## src/aio_param_irq_regs.vh

```
// Offsets, field positions, reset values and timing constants of the analog I/O parameter and interrupt block.
`ifndef AIO_PARAM_IRQ_REGS_VH
`define AIO_PARAM_IRQ_REGS_VH

`define AIO_CLK_NS        10
`define AIO_HALF_MS_NS    500000
`define AIO_OUT_SLOT_NS   500000
`define AIO_TIME_BASE     6
`define AIO_TIME_MAX      5'h1a

`define AIO_REG_CTRL      8'h00
`define AIO_REG_IN_CFG    8'h04
`define AIO_REG_OUT_CFG   8'h08
`define AIO_REG_SUBST     8'h0c
`define AIO_REG_RTCALL    8'h10
`define AIO_REG_STATUS    8'h14
`define AIO_REG_CLEAR     8'h18
`define AIO_REG_IRQ_EN    8'h1c
`define AIO_REG_IRQ_PTR   8'h20
`define AIO_REG_IN_STAT   8'h24
`define AIO_REG_CHAN0     8'h40

`define AIO_IN_ACT_LSB    0
`define AIO_IN_RANGE_LSB  4
`define AIO_IN_MODE_LSB   12
`define AIO_IN_TIME_LSB   14
`define AIO_IN_DIAG_BIT   19
`define AIO_IN_WBT_BIT    20
`define AIO_OUT_ACT_LSB   0
`define AIO_OUT_DIAG_BIT  4
`define AIO_OUT_POL_LSB   6

`define AIO_RANGE_V10     2'h0
`define AIO_RANGE_MA20    2'h1
`define AIO_RANGE_MA4_20  2'h2
`define AIO_MODE_NONE     2'h0
`define AIO_MODE_CYCLIC   2'h1
`define AIO_MODE_CYCEND   2'h2
`define AIO_POL_ZERO      2'h0
`define AIO_POL_LAST      2'h1
`define AIO_POL_GLOBAL    2'h2

`define AIO_CALL_FIRST    8'h37
`define AIO_CALL_LAST     8'h39
`define AIO_SUBST_MIN     16'h9400
`define AIO_SUBST_MAX     16'h6c00
`define AIO_SRC_MARKER    32'h0fffffff

`define AIO_IN_CFG_RST    32'h0000000f
`define AIO_OUT_CFG_RST   32'h0000000f
`define AIO_SUBST_RST     16'h0000

`define AIO_ST_HWIRQ      0
`define AIO_ST_IN_DIAG    1
`define AIO_ST_OUT_DIAG   2
`define AIO_ST_PARAM_ERR  3

`endif

```

## src/aio_param_irq.v

```verilog
// Parameter acceptance, input scan, output cycle and interrupt logic of the analog I/O unit.
//
// The address-and-strobe port and the register offsets are this design's own decisions.
`timescale 1ns/1ps
`include "aio_param_irq_regs.vh"

module aio_param_irq #(
  parameter N_CH          = 4,
  parameter HALF_MS_CYC   = `AIO_HALF_MS_NS / `AIO_CLK_NS,
  parameter OUT_SLOT_CYC  = `AIO_OUT_SLOT_NS / `AIO_CLK_NS
) (
  // Clock and reset.
  input  wire        i_ref_clk,
  input  wire        i_resetn,
  // Register port.
  input  wire [7:0]  i_addr,
  input  wire [31:0] i_wdata,
  input  wire        i_wr,
  input  wire        i_rd,
  output reg  [31:0] o_rdata,
  // Input converter.
  output reg         o_conv_start,
  output reg  [1:0]  o_conv_chan,
  input  wire        i_conv_done,
  input  wire [15:0] i_conv_data,
  input  wire        i_conv_wirebreak,
  input  wire        i_conv_range_err,
  // Output converter.
  input  wire        i_subst_req,
  output reg         o_dac_load,
  output reg  [1:0]  o_dac_chan,
  output reg  [15:0] o_dac_data,
  // Interrupt.
  output wire        o_irq
);

  localparam S_STOP = 4'h1;
  localparam S_PICK = 4'h2;
  localparam S_CONV = 4'h4;
  localparam S_WAIT = 4'h8;

  ////////////////////////////////////////////////////////////////////////////////
  // Staged and active parameters.

  reg  [31:0] stg_in_q;
  reg  [31:0] stg_out_q;
  reg  [15:0] stg_subst_q;
  reg  [31:0] act_in_q;
  reg  [31:0] act_out_q;
  reg  [15:0] act_subst_q;
  reg         run_q;
  reg  [3:0]  st_q;
  reg  [3:0]  en_q;
  reg  [15:0] chan_q [0:N_CH-1];
  reg  [15:0] last_q [0:N_CH-1];
  reg  [3:0]  wb_q;

  wire        wr_ctrl   = i_wr && (i_addr == `AIO_REG_CTRL);
  wire        run_rise  = wr_ctrl && i_wdata[0] && !run_q;
  wire [7:0]  call_no   = i_wdata[7:0];
  wire        rt_call   = i_wr && (i_addr == `AIO_REG_RTCALL) &&
                          (call_no >= `AIO_CALL_FIRST) && (call_no <= `AIO_CALL_LAST);
  wire [3:0]  in_act    = act_in_q[`AIO_IN_ACT_LSB +: 4];
  wire [1:0]  in_mode   = act_in_q[`AIO_IN_MODE_LSB +: 2];
  wire [4:0]  in_time   = act_in_q[`AIO_IN_TIME_LSB +: 5];
  wire        in_diag   = act_in_q[`AIO_IN_DIAG_BIT];
  wire        in_wbt    = act_in_q[`AIO_IN_WBT_BIT];
  wire [3:0]  out_act   = act_out_q[`AIO_OUT_ACT_LSB +: 4];
  wire        out_diag  = act_out_q[`AIO_OUT_DIAG_BIT];
  wire [1:0]  out_pol   = act_out_q[`AIO_OUT_POL_LSB +: 2];

  // A range code of 3, a bad mode or an interval beyond 16 ms is a parameter error.
  reg         stg_err;
  integer     k;
  always @* begin
    stg_err = (stg_in_q[`AIO_IN_MODE_LSB +: 2] == 2'h3) ||
              (stg_in_q[`AIO_IN_TIME_LSB +: 5] > `AIO_TIME_MAX) ||
              (stg_out_q[`AIO_OUT_POL_LSB +: 2] == 2'h3);
    for (k = 0; k < N_CH; k = k + 1) begin
      if (stg_in_q[`AIO_IN_RANGE_LSB + 2*k +: 2] == 2'h3) begin
        stg_err = 1'b1;
      end
    end
  end

  always @(posedge i_ref_clk) begin
    if (!i_resetn) begin
      stg_in_q    <= `AIO_IN_CFG_RST;
      stg_out_q   <= `AIO_OUT_CFG_RST;
      stg_subst_q <= `AIO_SUBST_RST;
      act_in_q    <= `AIO_IN_CFG_RST;
      act_out_q   <= `AIO_OUT_CFG_RST;
      act_subst_q <= `AIO_SUBST_RST;
      run_q       <= 1'b0;
      en_q        <= 4'h0;
    end else begin
      if (wr_ctrl) begin
        run_q <= i_wdata[0];
      end
      if (i_wr && (i_addr == `AIO_REG_IN_CFG)) begin
        stg_in_q <= i_wdata;
      end
      if (i_wr && (i_addr == `AIO_REG_OUT_CFG)) begin
        stg_out_q <= i_wdata;
      end
      if (i_wr && (i_addr == `AIO_REG_SUBST)) begin
        stg_subst_q <= i_wdata[15:0];
      end
      if (i_wr && (i_addr == `AIO_REG_IRQ_EN)) begin
        en_q <= i_wdata[3:0];
      end
      if (run_rise) begin
        act_in_q    <= stg_in_q;
        act_out_q   <= stg_out_q;
        act_subst_q <= stg_subst_q;
      end else if (rt_call) begin
        act_in_q[`AIO_IN_RANGE_LSB +: 8]  <= stg_in_q[`AIO_IN_RANGE_LSB +: 8];
        act_out_q[`AIO_OUT_ACT_LSB +: 4]  <= stg_out_q[`AIO_OUT_ACT_LSB +: 4];
        act_out_q[`AIO_OUT_POL_LSB +: 2]  <= stg_out_q[`AIO_OUT_POL_LSB +: 2];
        act_subst_q                       <= stg_subst_q;
      end
    end
  end

  ////////////////////////////////////////////////////////////////////////////////
  // Interval timer, 3 ms plus 0.5 ms per step.

  reg  [31:0] tmr_q;
  wire [4:0]  time_cl = (in_time > `AIO_TIME_MAX) ? `AIO_TIME_MAX : in_time;
  wire [31:0] tmr_lim = ({27'h0, time_cl} + `AIO_TIME_BASE) * HALF_MS_CYC - 32'h1;
  wire        tick    = run_q && (tmr_q == tmr_lim);

  always @(posedge i_ref_clk) begin
    if (!i_resetn || !run_q || run_rise || tick) begin
      tmr_q <= 32'h0;
    end else begin
      tmr_q <= tmr_q + 32'h1;
    end
  end

  ////////////////////////////////////////////////////////////////////////////////
  // Input measuring cycle.

  reg  [3:0]  sm_q;
  reg  [2:0]  idx_q;
  reg         cyc_end;
  reg         wb_evt;
  reg         rng_evt;
  reg  [2:0]  nxt;
  reg         found;
  integer     j;

  always @* begin
    nxt   = 3'h4;
    found = 1'b0;
    for (j = N_CH - 1; j >= 0; j = j - 1) begin
      if (in_act[j] && (j >= idx_q)) begin
        nxt   = j[2:0];
        found = 1'b1;
      end
    end
  end

  wire [1:0] cur_rng = act_in_q[`AIO_IN_RANGE_LSB + 2*o_conv_chan +: 2];

  always @(posedge i_ref_clk) begin
    if (!i_resetn) begin
      sm_q         <= S_STOP;
      idx_q        <= 3'h0;
      o_conv_start <= 1'b0;
      o_conv_chan  <= 2'h0;
      cyc_end      <= 1'b0;
      wb_evt       <= 1'b0;
      rng_evt      <= 1'b0;
      wb_q         <= 4'h0;
    end else begin
      o_conv_start <= 1'b0;
      cyc_end      <= 1'b0;
      wb_evt       <= 1'b0;
      rng_evt      <= 1'b0;
      case (sm_q)
        S_STOP: begin
          idx_q <= 3'h0;
          if (run_rise) begin
            sm_q <= S_PICK;
          end
        end
        S_PICK: begin
          if (!run_q) begin
            sm_q <= S_STOP;
          end else if (found) begin
            o_conv_chan  <= nxt[1:0];
            o_conv_start <= 1'b1;
            sm_q         <= S_CONV;
          end else begin
            cyc_end <= (in_act != 4'h0);
            idx_q   <= 3'h0;
            if (in_mode == `AIO_MODE_CYCEND) begin
              sm_q <= S_WAIT;
            end
          end
        end
        S_CONV: begin
          if (i_conv_done) begin
            chan_q[o_conv_chan] <= i_conv_data;
            idx_q               <= {1'b0, o_conv_chan} + 3'h1;
            rng_evt             <= in_diag && i_conv_range_err;
            if ((cur_rng == `AIO_RANGE_MA4_20) && (in_diag || in_wbt)) begin
              wb_q[o_conv_chan] <= i_conv_wirebreak;
              wb_evt            <= in_diag && i_conv_wirebreak;
            end else begin
              wb_q[o_conv_chan] <= 1'b0;
            end
            sm_q <= run_q ? S_PICK : S_STOP;
          end
        end
        S_WAIT: begin
          if (!run_q) begin
            sm_q <= S_STOP;
          end else if (tick) begin
            sm_q <= S_PICK;
          end
        end
        default: begin
          sm_q <= S_STOP;
        end
      endcase
    end
  end

  ////////////////////////////////////////////////////////////////////////////////
  // Output cycle with fixed slots.

  reg  [31:0] slot_q;
  reg  [1:0]  och_q;
  reg         subst_q;
  wire        slot_end = (slot_q == OUT_SLOT_CYC - 1);
  reg  [15:0] oval;
  reg  [15:0] out_q [0:N_CH-1];
  wire        wr_chan  = i_wr && (i_addr[7:4] == (`AIO_REG_CHAN0 >> 4));
  integer     m;

  always @* begin
    if (!i_subst_req) begin
      oval = out_q[och_q];
    end else begin
      case (out_pol)
        `AIO_POL_LAST:   oval = last_q[och_q];
        `AIO_POL_GLOBAL: oval = act_subst_q;
        default:         oval = 16'h0000;
      endcase
    end
  end

  always @(posedge i_ref_clk) begin
    if (!i_resetn) begin
      slot_q     <= 32'h0;
      och_q      <= 2'h0;
      subst_q    <= 1'b0;
      o_dac_load <= 1'b0;
      o_dac_chan <= 2'h0;
      o_dac_data <= 16'h0000;
      for (m = 0; m < N_CH; m = m + 1) begin
        out_q[m]  <= 16'h0000;
        last_q[m] <= 16'h0000;
      end
    end else begin
      subst_q    <= i_subst_req;
      if (wr_chan) begin
        out_q[i_addr[3:2]] <= i_wdata[15:0];
      end
      o_dac_load <= 1'b0;
      if (slot_end) begin
        slot_q <= 32'h0;
        och_q  <= och_q + 2'h1;
        if (out_act[och_q]) begin
          o_dac_load <= 1'b1;
          o_dac_chan <= och_q;
          o_dac_data <= oval;
          if (!i_subst_req) begin
            last_q[och_q] <= oval;
          end
        end
      end else begin
        slot_q <= slot_q + 32'h1;
      end
    end
  end

  ////////////////////////////////////////////////////////////////////////////////
  // Interrupt status, enable and clear.

  reg  [3:0] set_v;
  always @* begin
    set_v = 4'h0;
    if (in_mode == `AIO_MODE_CYCLIC) begin
      set_v[`AIO_ST_HWIRQ] = tick;
    end else if (in_mode == `AIO_MODE_CYCEND) begin
      set_v[`AIO_ST_HWIRQ] = cyc_end;
    end
    set_v[`AIO_ST_IN_DIAG] = wb_evt || rng_evt;
    set_v[`AIO_ST_OUT_DIAG]  = out_diag && i_subst_req && !subst_q;
    set_v[`AIO_ST_PARAM_ERR] = run_rise && stg_err && (stg_out_q[`AIO_OUT_DIAG_BIT] || stg_in_q[`AIO_IN_DIAG_BIT]);
  end

  // A new event wins over a clear in the same cycle so that none is lost.
  wire [3:0] clr_v = (i_wr && (i_addr == `AIO_REG_CLEAR)) ? i_wdata[3:0] : 4'h0;
  always @(posedge i_ref_clk) begin
    if (!i_resetn) begin
      st_q <= 4'h0;
    end else begin
      st_q <= (st_q & ~clr_v) | set_v;
    end
  end

  assign o_irq = |(st_q & en_q);

  ////////////////////////////////////////////////////////////////////////////////
  // Register read, one cycle after the strobe.

  wire [1:0]  rch = i_addr[3:2];
  wire        in_chan = (i_addr[7:4] == `AIO_REG_CHAN0 >> 4);
  reg  [31:0] rd_v;
  always @* begin
    rd_v = 32'h0;
    case (i_addr)
      `AIO_REG_CTRL:    rd_v = {24'h0, sm_q, 3'h0, run_q};
      `AIO_REG_IN_CFG:  rd_v = act_in_q;
      `AIO_REG_OUT_CFG: rd_v = act_out_q;
      `AIO_REG_SUBST:   rd_v = {16'h0, act_subst_q};
      `AIO_REG_STATUS:  rd_v = {28'h0, st_q};
      `AIO_REG_IRQ_EN:  rd_v = {28'h0, en_q};
      `AIO_REG_IRQ_PTR: rd_v = `AIO_SRC_MARKER;
      `AIO_REG_IN_STAT: rd_v = {24'h0, wb_q, 1'b0, idx_q};
      default: begin
        if (in_chan) begin
          rd_v = {16'h0, chan_q[rch]};
        end
      end
    endcase
  end

  // Channel words are written by software as output values and read back as input values.
  always @(posedge i_ref_clk) begin
    if (!i_resetn) begin
      o_rdata <= 32'h0;
    end else begin
      o_rdata <= i_rd ? rd_v : 32'h0;
    end
  end

endmodule // aio_param_irq

```

## config.mk

```make
export PLATFORM = sky130hd
export DESIGN_NAME = aio_param_irq
export DESIGN_NICKNAME = d
export VERILOG_FILES = /design/src/aio_param_irq.v
export VERILOG_INCLUDE_DIRS = /design/src
export SDC_FILE = /design/constraint.sdc
export NUM_CORES = 1
export LEC_CHECK = 0
export ABC_CLOCK_PERIOD_IN_PS = 8600
export BUFFER_PORTS_ARGS = -buffer_cell sky130_fd_sc_hd__buf_2
export CORE_UTILIZATION = 42
export CTS_BUF_LIST = sky130_fd_sc_hd__clkbuf_16
export DETAILED_ROUTE_END_ITERATION = 16
export HOLD_SLACK_MARGIN = 0.12
export PLACE_DENSITY = 0.64
export SKIP_LAST_GASP = 1
export SYNTH_ARGS = -nofsm -noshare
export SYNTH_HDL_FRONTEND = slang
export SYNTH_SLANG_ARGS = --single-unit
export TNS_END_PERCENT = 30
```

## constraint.sdc

```tcl
create_clock -name i_ref_clk -period 8.6 [get_ports i_ref_clk]
set_clock_uncertainty 0.15 [all_clocks]
set_input_delay 1.72 -clock i_ref_clk [delete_from_list [all_inputs] [get_ports i_ref_clk]]
set_output_delay 1.72 -clock i_ref_clk [all_outputs]
set_load 0.02 [all_outputs]
```

Word-level counts from Yosys, hierarchy flattened

Memories as Yosys holds them, arrays and structs flattened. A register that Yosys moved wholly into a read port is not among the register bits.
Index checks and enable logic that the tools add are counted.

Add/sub/neg operators: 7
Multiply operators: 1
$lt $le $gt $ge: 11
Eq/ne operators: 33
Shift operators: 1
Muxes and demuxes: 72
Bitwise gates (word level): 9
Reduce and logical (&&, ||, !) cells: 55

Operators with widths:

| operator                                              | number |
|---|---|
| case mux 32 bit (8 select lines)                      | 1 |
| 2-to-1 mux 16 bit                                     | 6 |
| adder 32 x 1 -> 32 bit, second input constant         | 2 |
| 2-to-1 mux 4 bit                                      | 11 |
| equality test 32 x 16 -> 1 bit, second input constant | 1 |
| equality test 32 bit                                  | 1 |
| equality test 8 x 5 -> 1 bit, second input constant   | 4 |
| case mux 16 bit (2 select lines)                      | 1 |
| OR reduction 16 bit                                   | 2 |
| indexed part select 32 x 5 -> 2 bit                   | 1 |
| 2-to-1 mux 1 bit                                      | 29 |
| 2-to-1 mux 2 bit                                      | 13 |
| logical AND 1 bit                                     | 25 |
| subtractor 22 x 1 -> 23 bit, second input constant    | 1 |
| equality test 2 bit, second input constant            | 9 |
| multiplier 6 x 12 -> 18 bit, second input constant    | 1 |
| equality test 8 x 4 -> 1 bit, second input constant   | 2 |
| equality test 8 x 6 -> 1 bit, second input constant   | 2 |
| 2-to-1 mux 8 bit                                      | 2 |
| case mux 4 bit (4 select lines)                       | 1 |
| bitwise AND 4 bit                                     | 3 |
| AND reduction 4 bit                                   | 3 |
| > comparator 5 bit, second input constant             | 2 |
| 2-to-1 mux 3 bit                                      | 3 |
| 37 further kinds                                      | 63 |

Register bits after elaboration: 304
Memory bits (writable): 192
Input port bits: 64
Output and inout bits: 55
Word-level logic and storage cells: 219
Memories kept: 3

Memory list:

| name   | words | bits a word | rd ports | clocked after memory_dff | wr ports | RTL line            | source |
|---|---|---|---|---|---|---|---|
| chan_q | 4     | 16          | 1        | 0                        | 1        | aio_param_irq.v:54  | `reg [15:0] chan_q [0:N_CH-1];` |
| last_q | 4     | 16          | 1        | 1                        | 4        | aio_param_irq.v:55  | `reg [15:0] last_q [0:N_CH-1];` |
| out_q  | 4     | 16          | 1        | 1                        | 4        | aio_param_irq.v:239 | `reg [15:0] out_q [0:N_CH-1];` |

Logic depth before layout (Yosys ltp)

Gate-level depths: netlist of the first run.

Word-level depth: 10
Mapped depth: 21
Mapped depth without buffers: 18

Least setup slack after synthesis of the first run

OpenSTA, ideal clock, no wires.

Kind: flip-flop to flip-flop
Start point: reg act_in_q[17]
End point: reg tmr_q[15]
Library setup time: 115 ps
Arrival: 5,638 ps
Data required time: 8,335 ps
Setup slack: 2,697 ps
Stages on the path, launching flop included: 21
Path buffers: 2
Clock period less this slack: 5,903 ps
Cells stage by stage: dfxtp_1 clkbuf_1 nand2_1 o21ai_0 inv_1 ha_1 ha_1 ha_1 ha_1 fa_1 xor2_1 or4_4 a211oi_1 nand2_1 nor3_1 xnor2_1 or4_1 or4b_4 o311ai_4 buf_6 nor2_2

Longest elaborated chain between the ends: 8

Ends and longest elaborated chain:

| element                          | RTL line            | source |
|---|---|---|
| start: declaration               | aio_param_irq.v:48  | `reg [31:0] act_in_q;` |
| start signal: assignment         | aio_param_irq.v:91  | `` act_in_q <= `AIO_IN_CFG_RST; `` |
| start signal: assignment         | aio_param_irq.v:113 | `act_in_q <= stg_in_q;` |
| start signal: indexed assignment | aio_param_irq.v:117 | `` act_in_q[`AIO_IN_RANGE_LSB +: 8] <= stg_in_q[`AIO_IN_RANGE_LSB +: 8]; `` |
| > comparator 5 bit (no line)     | -                   |  |
| 2-to-1 mux 5 bit *               | aio_param_irq.v:129 | `` wire [4:0] time_cl = (in_time > `AIO_TIME_MAX) ? `AIO_TIME_MAX : in_time; `` |
| adder 5 x 3 -> 6 bit (no line) * | -                   |  |
| multiplier 6 x 12 -> 18 bit *    | aio_param_irq.v:130 | `` wire [31:0] tmr_lim = ({27'h0, time_cl} + `AIO_TIME_BASE) * HALF_MS_CYC - 32'h1; `` |
| subtractor 22 x 1 -> 23 bit *    | aio_param_irq.v:130 |  |
| equality test 32 bit *           | aio_param_irq.v:131 | `wire tick = run_q && (tmr_q == tmr_lim);` |
| logical AND 1 bit *              | aio_param_irq.v:131 |  |
| logical OR 1 bit *               | aio_param_irq.v:134 | `if (!i_resetn \|\| !run_q \|\| run_rise \|\| tick) begin` |
| end signal: assignment           | aio_param_irq.v:137 | `tmr_q <= tmr_q + 32'h1;` |
| end: declaration                 | aio_param_irq.v:128 | `reg [31:0] tmr_q;` |

Mark *: on every way between the ends. The rest lies on a longest branch, timed or not.
A chain may end at the register's enable or synchronous reset.

Worst setup path after layout of the first run

Start point: reg act_in_q[15]
End point: reg tmr_q[24]

Same word-level chain as after synthesis.

==> results of run 1 <==
-- cell families (layout without fill, tap and decap cells) --
logic type,after synthesis,in the layout
mux,85,85
buf+inv,217,318
xor+xnor,89,89
compound gates,379,379
fa+ha+maj,50,50
simple gates,928,928
flops,498,498
other cells,0,4
-- flip-flops by register name, indices dropped and copies added, names as in the netlist, 2 cells and up, named ones only --
signal and count:
act_in_q 32, act_out_q 32, act_subst_q 16, chan_q 64, en_q 4, idx_q 3, last_q 64, o_conv_chan 2
o_dac_chan 2, o_dac_data 16, o_rdata 32, och_q 2, out_q 64, slot_q 32, sm_q 4, st_q 4
stg_in_q 32, stg_out_q 32, stg_subst_q 16, tmr_q 32, wb_q 4
-- cell type report --
type | count | area (um2)
Antenna cell | 4 | 10.01
Clock buffer | 52 | 1301
Clock inverter | 44 | 326.6
Fill cell | 4673 | 26770
Inverter | 80 | 305.3
Multi-Input combinational cell | 1531 | 9597
Sequential cell | 498 | 11890
Tap cell | 680 | 850.8
Timing Repair Buffer | 142 | 770.7
-- layer usage --
layer	track usage	wire length [um]	vias to the layer above
met3	0.04199	4018	102
met5	0	65	-
met4	0.06250	1380	10
met1	0.2927	25460	8154
li1	-	-	8021
met2	0.3589	27830	493
-- synth_stat cells (3+ instances only) --
cell type / number / area (um2)
or3_1: 13 / 81.33
nor3_1: 20 / 100.1
nand3_1: 61 / 305.3
buf_1: 11 / 41.29
buf_2: 3 / 15.01
or2_2: 9 / 56.30
mux2i_1: 35 / 350.3
o22ai_1: 19 / 118.9
a221oi_1: 29 / 254.0
and3_1: 25 / 156.4
xor2_1: 46 / 402.9
nand4_1: 29 / 181.4
nor2_2: 30 / 187.7
dfxtp_1: 306 / 6126
nand2_1: 394 / 1479
a21oi_1: 180 / 900.9
or4_1: 6 / 45.04
mux4_2: 48 / 1081
nor3b_1: 4 / 30.03
o311ai_1: 4 / 35.03
ha_1: 45 / 563.0
clkbuf_1: 119 / 446.7
nor4b_1: 5 / 43.79
a21o_1: 8 / 60.06
inv_1: 78 / 292.8
a31oi_1: 9 / 56.30
nand3b_1: 3 / 22.52
xnor2_1: 42 / 367.9
o211ai_1: 5 / 37.54
and2_1: 16 / 100.1
nor2_1: 260 / 975.9
nor2b_1: 7 / 43.79
fa_1: 5 / 100.1
edfxtp_1: 192 / 5766
nor4_1: 12 / 75.07
and4_1: 6 / 52.55
buf_6: 3 / 33.78
a22oi_1: 36 / 270.3
nand2b_1: 15 / 93.84
o21ai_0: 26 / 130.1
o2111ai_1: 4 / 35.03
a211oi_1: 22 / 165.2
-- worst min-delay path: cells and delay by family, from the launching register on --
| family | cells | cell delay (ns) |
|---|---|---|
| AND/OR/NAND/NOR | 1 | 0.07 |
| AO/OA/AOI/OAI | 1 | 0.04 |
| flip-flops | 1 | 0.31 |
-- report_power, final --
| group | total (W) | switching, W | internal [W] |
|---|---|---|---|
| combinational | 0.000137 | 0.0000959 | 0.0000411 |
| clock | 0.00216 | 0.000962 | 0.00120 |
| sequential | 0.00249 | 0.0000113 | 0.00248 |
-- through the flow --
| stage | setup slack, ns | hold slack [ns] | cell area (um2) | util |
|---|---|---|---|---|
| floorplan | 2.697 | 0.2673 | 22260 | - |
| global placement | 1.999 | 0.2845 | 23420 | 0.4519 |
| detailed placement | 1.882 | 0.2805 | 23420 | 0.4519 |
| CTS | 1.830 | 0.2986 | 25050 | 0.4833 |
| global route | 1.245 | 0.3196 | 25050 | 0.4833 |
| finish | 1.796 | 0.2969 | 25060 | 0.4835 |
-- worst paths after layout --
check,from,to,slack (ns),cells after the start
max,act_in_q[15],tmr_q[24],1.80,19
min reg2reg,wb_evt,st_q[1],0.30,2
max reg2reg,act_in_q[15],tmr_q[24],1.80,19
min,wb_evt,st_q[1],0.30,2
-- layout by cell type, fill, tap and decap left out, types with 16 or more instances in the layout --
cell and count:
a21oi_1 179, and2_1 16, edfxtp_1 192, nand4_1 29, a22oi_1 36, nor2_2 30, mux4_2 48, clkbuf_16 52
dfxtp_1 304, xor2_1 46, xnor2_1 42, o21ai_0 19, inv_1 88, buf_4 24, a221oi_1 29, ha_1 45
nand3_1 61, nor3_1 16, a211oi_1 22, nor2_1 260, nand2_1 394, and3_1 25, buf_2 118, mux2i_1 35
o22ai_1 19
==> impl_metrics.tcl, run 1 <==
set metrics [dict create \
    outcome "finished clean" \
    grt_max_degree 97 \
    report.final.slew_viol_count 0 \
    synthAdderAreaFrac 0.02980 \
    fin_crit_sh 0.7912 \
    power_density_mw_per_mm2 191.2 \
    nNetsFinal 2418 \
    drc 0 \
    io_buffers 118 \
    post_cts_resized 0 \
    cts_sinks 498 \
    final-setup-viol-count 0 \
    syn_to_final_growth_pct 12.58 \
    slew_headroom 0.2264 \
    synth_xor_area_frac 0.03564 \
    critical_path_class "reg2reg" \
    worstMarginPinSlew_ns 1.160 \
    finalHoldViolations 0 \
    first_pass_iters 5 \
    track_usage 0.2188 \
    avgViaCountPerCell 5.536 \
    syn_area_per_cell_um2 9.909 \
    end_kind "flip-flop" \
    place_congestion 0.8926 \
    cp-start-kind "flip-flop" \
    crit_buf_inv 2 \
    period_minus_slack_ns 6.804 \
    synth_cells 2246 \
    max_freq_mhz 147.0 \
    io_pins 119 \
    rsz0062_at_grt "no" \
    hold_buffers 0 \
    dpl.hpwl_um 38670 \
    cap_violations 0 \
    max-clock-path-buffers 3 \
    hp-class "reg2reg" \
    leakage_nw 8.905 \
    crit_path_top_delay_cell "or4_1" \
    ys_ff_latch 498 \
    synth_cell_types 85 \
    ant_nets 0 \
    num_rows 83 \
    clk_pin_slew_ns 0.06 \
    crit_family "simple AND/OR/NAND/NOR gates" \
    vdd_drop_max_v 0.0001768 \
    vias 16780 \
    synth-compound-area-share 0.1094 \
    critPathMaxFanout 32 \
    cts_setup_buffers 0 \
    antenna_found_initial 5 \
    clock_latency_ns 0.61 \
    start_util 0.4295 \
    core_region_area_mm2 0.05182 \
    ys_async_sr_fraction 0 \
    synth_top_family_by_area "simple AND/OR/NAND/NOR gates" \
    worstPathArrival_ns 7.10 \
    cpPeakStageDelay_ns 0.55 \
    tritoncts "built" \
    wl_um 58750 \
    yosysSeqAreaShare 0.5343 \
    drt_iter0_drc 1340 \
    die_h_um 232.2 \
    h-tree-depth 2 \
    synthFlopType "dfxtp_1" \
    fin_setup_tns_ns 0 \
    cts_made_buffers 51 \
    crit_top_cell "ha_1" \
    syn-cell-area_mm2 0.02226 \
    cts_root_buffer "clkbuf_16" \
    synthMuxAreaShare 0.06533 \
    die-area_mm2 0.05391 \
    grt_overflow 0 \
    crit_chain "nor2_1 -> o21ai_0 -> inv_1 -> ha_1 -> ha_1 -> ha_1 -> ha_1 -> fa_1 -> xor2_1 -> or4_4 -> a211oi_1 -> nand2_1 -> nor3_1 -> xnor2_1 -> or4_1 -> or4b_4 -> o311ai_4 -> buf_4 -> nor2_1" \
    synth_nets 2360 \
    grt_pass1_wl_um 92180 \
    final_layout_size_suffix_gt1_frac 0.1470 \
    detail_route.wl_per_cell_um 19.38 \
    layoutNonFillerInstCount 3031 \
    p_total_w 0.004790 \
    yosysWarnings 0 \
    die_x_um 232.2 \
    synth-simple-area-share 0.1877 \
    synth_edf_count 192 \
    dp.cells 2931 \
    worst_ep_required_time_ns 8.90 \
    grt_pass1_vias 16420 \
]
(Power assumes the default switching activity.)
==> run 2, diff against run 1 <==
Settings changed: ABC_CLOCK_PERIOD_IN_PS 8600 to 5870, PLACE_DENSITY 0.64 to 0.67.
Clock period 8.6 ns to 5.87 ns, I/O delays scaled along.
==> impl_metrics.tcl, run 2 (same netlist as run 1, synthesis figures left out) <==
set metrics [dict create \
    leakage_nw 9.143 \
    final-setup-viol-count 0 \
    vias 17150 \
    ant_nets 0 \
    mostFrequentLayoutCell "nand2_1" \
    dr_wl_met3_um 4169 \
    clock_latency_ns 0.61 \
    io_pins 119 \
    pre_cts_slack_ns -0.02819 \
    whs_endpoint "st_q[1]" \
    io_buffers 118 \
    die_x_um 232.2 \
    final_layout_size_suffix_gt1_frac 0.1723 \
    grt_pass1_wl_um 90240 \
    post-route-util 0.4941 \
    hp-class "reg2reg" \
    hold_buffers 0 \
    holdPathStages 2 \
    worst_ep_required_time_ns 6.21 \
    drt_iter0_drc 1367 \
    die-area_mm2 0.05391 \
    fin_hold_ws_ns 0.2952 \
    syn_to_final_growth_pct 15.06 \
    critPathMaxFanout 8 \
    place_congestion 0.8841 \
    num_rows 83 \
    cap_violations 0 \
    critical_path_class "reg2reg" \
    tritoncts "built" \
    h-tree-depth 2 \
    r2r_start "act_in_q[16]" \
    detail_route.wl_per_cell_um 19.03 \
    fin_crit_sh 0.9864 \
    track_usage 0.2140 \
    end_kind "flip-flop" \
    fillCellCount 4655 \
    wl_met1_um 25410 \
    cts_root_buffer "clkbuf_16" \
    cts_made_buffers 52 \
    avgViaCountPerCell 5.591 \
    grt_max_degree 107 \
    wl_met2_um 26720 \
    worstPathArrival_ns 6.13 \
    drc 0 \
    setup_ws_ns 0.07983 \
    grt_pass1_vias 16390 \
    first_pass_iters 6 \
    die_h_um 232.2 \
    cts_sinks 498 \
    wl_um 58370 \
    max_freq_mhz 172.7 \
    core_region_area_mm2 0.05182 \
    fin_setup_tns_ns 0 \
    largestRegisters "chan_q x64, last_q x64, out_q x64" \
    nNetsFinal 2456 \
    max-clock-path-buffers 3 \
    antenna_found_initial 5 \
    finalHoldViolations 0 \
    dpl.hpwl_um 38280 \
    report.final.slew_viol_count 0 \
    r2r_setup_slack_ns 0.08 \
    grt_overflow 0 \
    final_area_mm2 0.02561 \
    period_minus_slack_ns 5.790 \
    start_util 0.4295 \
    power_density_mw_per_mm2 273.8 \
    outcome "finished clean" \
    cp-start-kind "flip-flop" \
    vdd_drop_max_v 0.0002766 \
    dpl_cell_area_mm2 0.02362 \
    hp-start "rng_evt" \
    worstMarginPinSlew_ns 1.183 \
    slew_headroom 0.2115 \
    reg2reg_to "tmr_q[6]" \
    final_cell_mix "nand2_1 (393), dfxtp_1 (300), nor2_1 (257)" \
    top_layer_used "met5" \
    reg2reg_depth 19 \
    clk_pin_slew_ns 0.06 \
]
[run 2: cell count changes in the layout (fill, tap and decap cells not counted), sizes merged]
| cell | previous run | this run |
|---|---|---|
| diode | 4 | 1 |
| inv | 98 | 96 |
| buf | 142 | 178 |
| clkbuf | 52 | 54 |
| clkinvlp | 1 | 2 |
| clkinv | 22 | 24 |
[run 2: per-stage QoR]
step | instances | total power, W
after CTS | 3058 | 0.007064
final | 3067 | 0.007012
after global routing | 3066 | 0.007221
after floorplan | 2246 | 0.003833
after detailed placement | 2954 | 0.003927
after global placement | 2954 | 0.003921
[run 2: cell type report]
type / instances / area [um2] / share of cell area
clock buffer: 53 / 1326 / 0.05179
multi-input combinational: 1531 / 9797 / 0.3826
sequential: 498 / 11900 / 0.4649
inverter: 80 / 305.3 / 0.01192
tap: 680 / 850.8 / 0.03323
clock inverter: 45 / 315.3 / 0.01231
timing repair buffer: 179 / 1106 / 0.04319
antenna: 1 / 2.502 / 0.00009772
[run 2: worst max path at each step]
stage | start | end | cells past startpoint
after global placement | act_in_q[17] | tmr_q[23] | 19
after floorplan | act_in_q[17] | tmr_q[18] | 20
after detailed placement | act_in_q[16] | tmr_q[24] | 18
after global routing | act_in_q[16] | tmr_q[17] | 21
after CTS | act_in_q[15] | tmr_q[21] | 20
final | act_in_q[16] | tmr_q[6] | 19
[run 2: metal layers]
metal	global-route usage	up-vias
met5	0	-
met4	0.07771	8
met3	0.04384	124
met2	0.3409	589
met1	0.2866	8331
li1	-	8095
[run 2: critical path: stages (launching register included)]
cell and delay, ns:
dfxtp_4 0.37, nor2_4 0.21, xnor2_2 0.15, ha_2 0.31, ha_1 0.31, fa_2 0.47
fa_2 0.44, xor2_2 0.19, or4_4 0.52, a211oi_2 0.25, buf_4 0.16, o211a_1 0.17
xnor2_2 0.12, o2111ai_2 0.12, or4_1 0.56, or4b_4 0.52, o311ai_4 0.27, buf_6 0.17
clkbuf_16 0.16, nor2_2 0.04
[run 2: timing repair]
action,CTS,global route
gates resized for setup,11,37
pin swaps,2,19
setup buffers,5,8
setup endpoints to repair,32,32
cloned,1,1
[run 2: report_power, final]
part           switching (W)  internal [W]
registers          0.0000168       0.00363
clock network        0.00139       0.00177
logic               0.000142     0.0000600
total                0.00154       0.00547
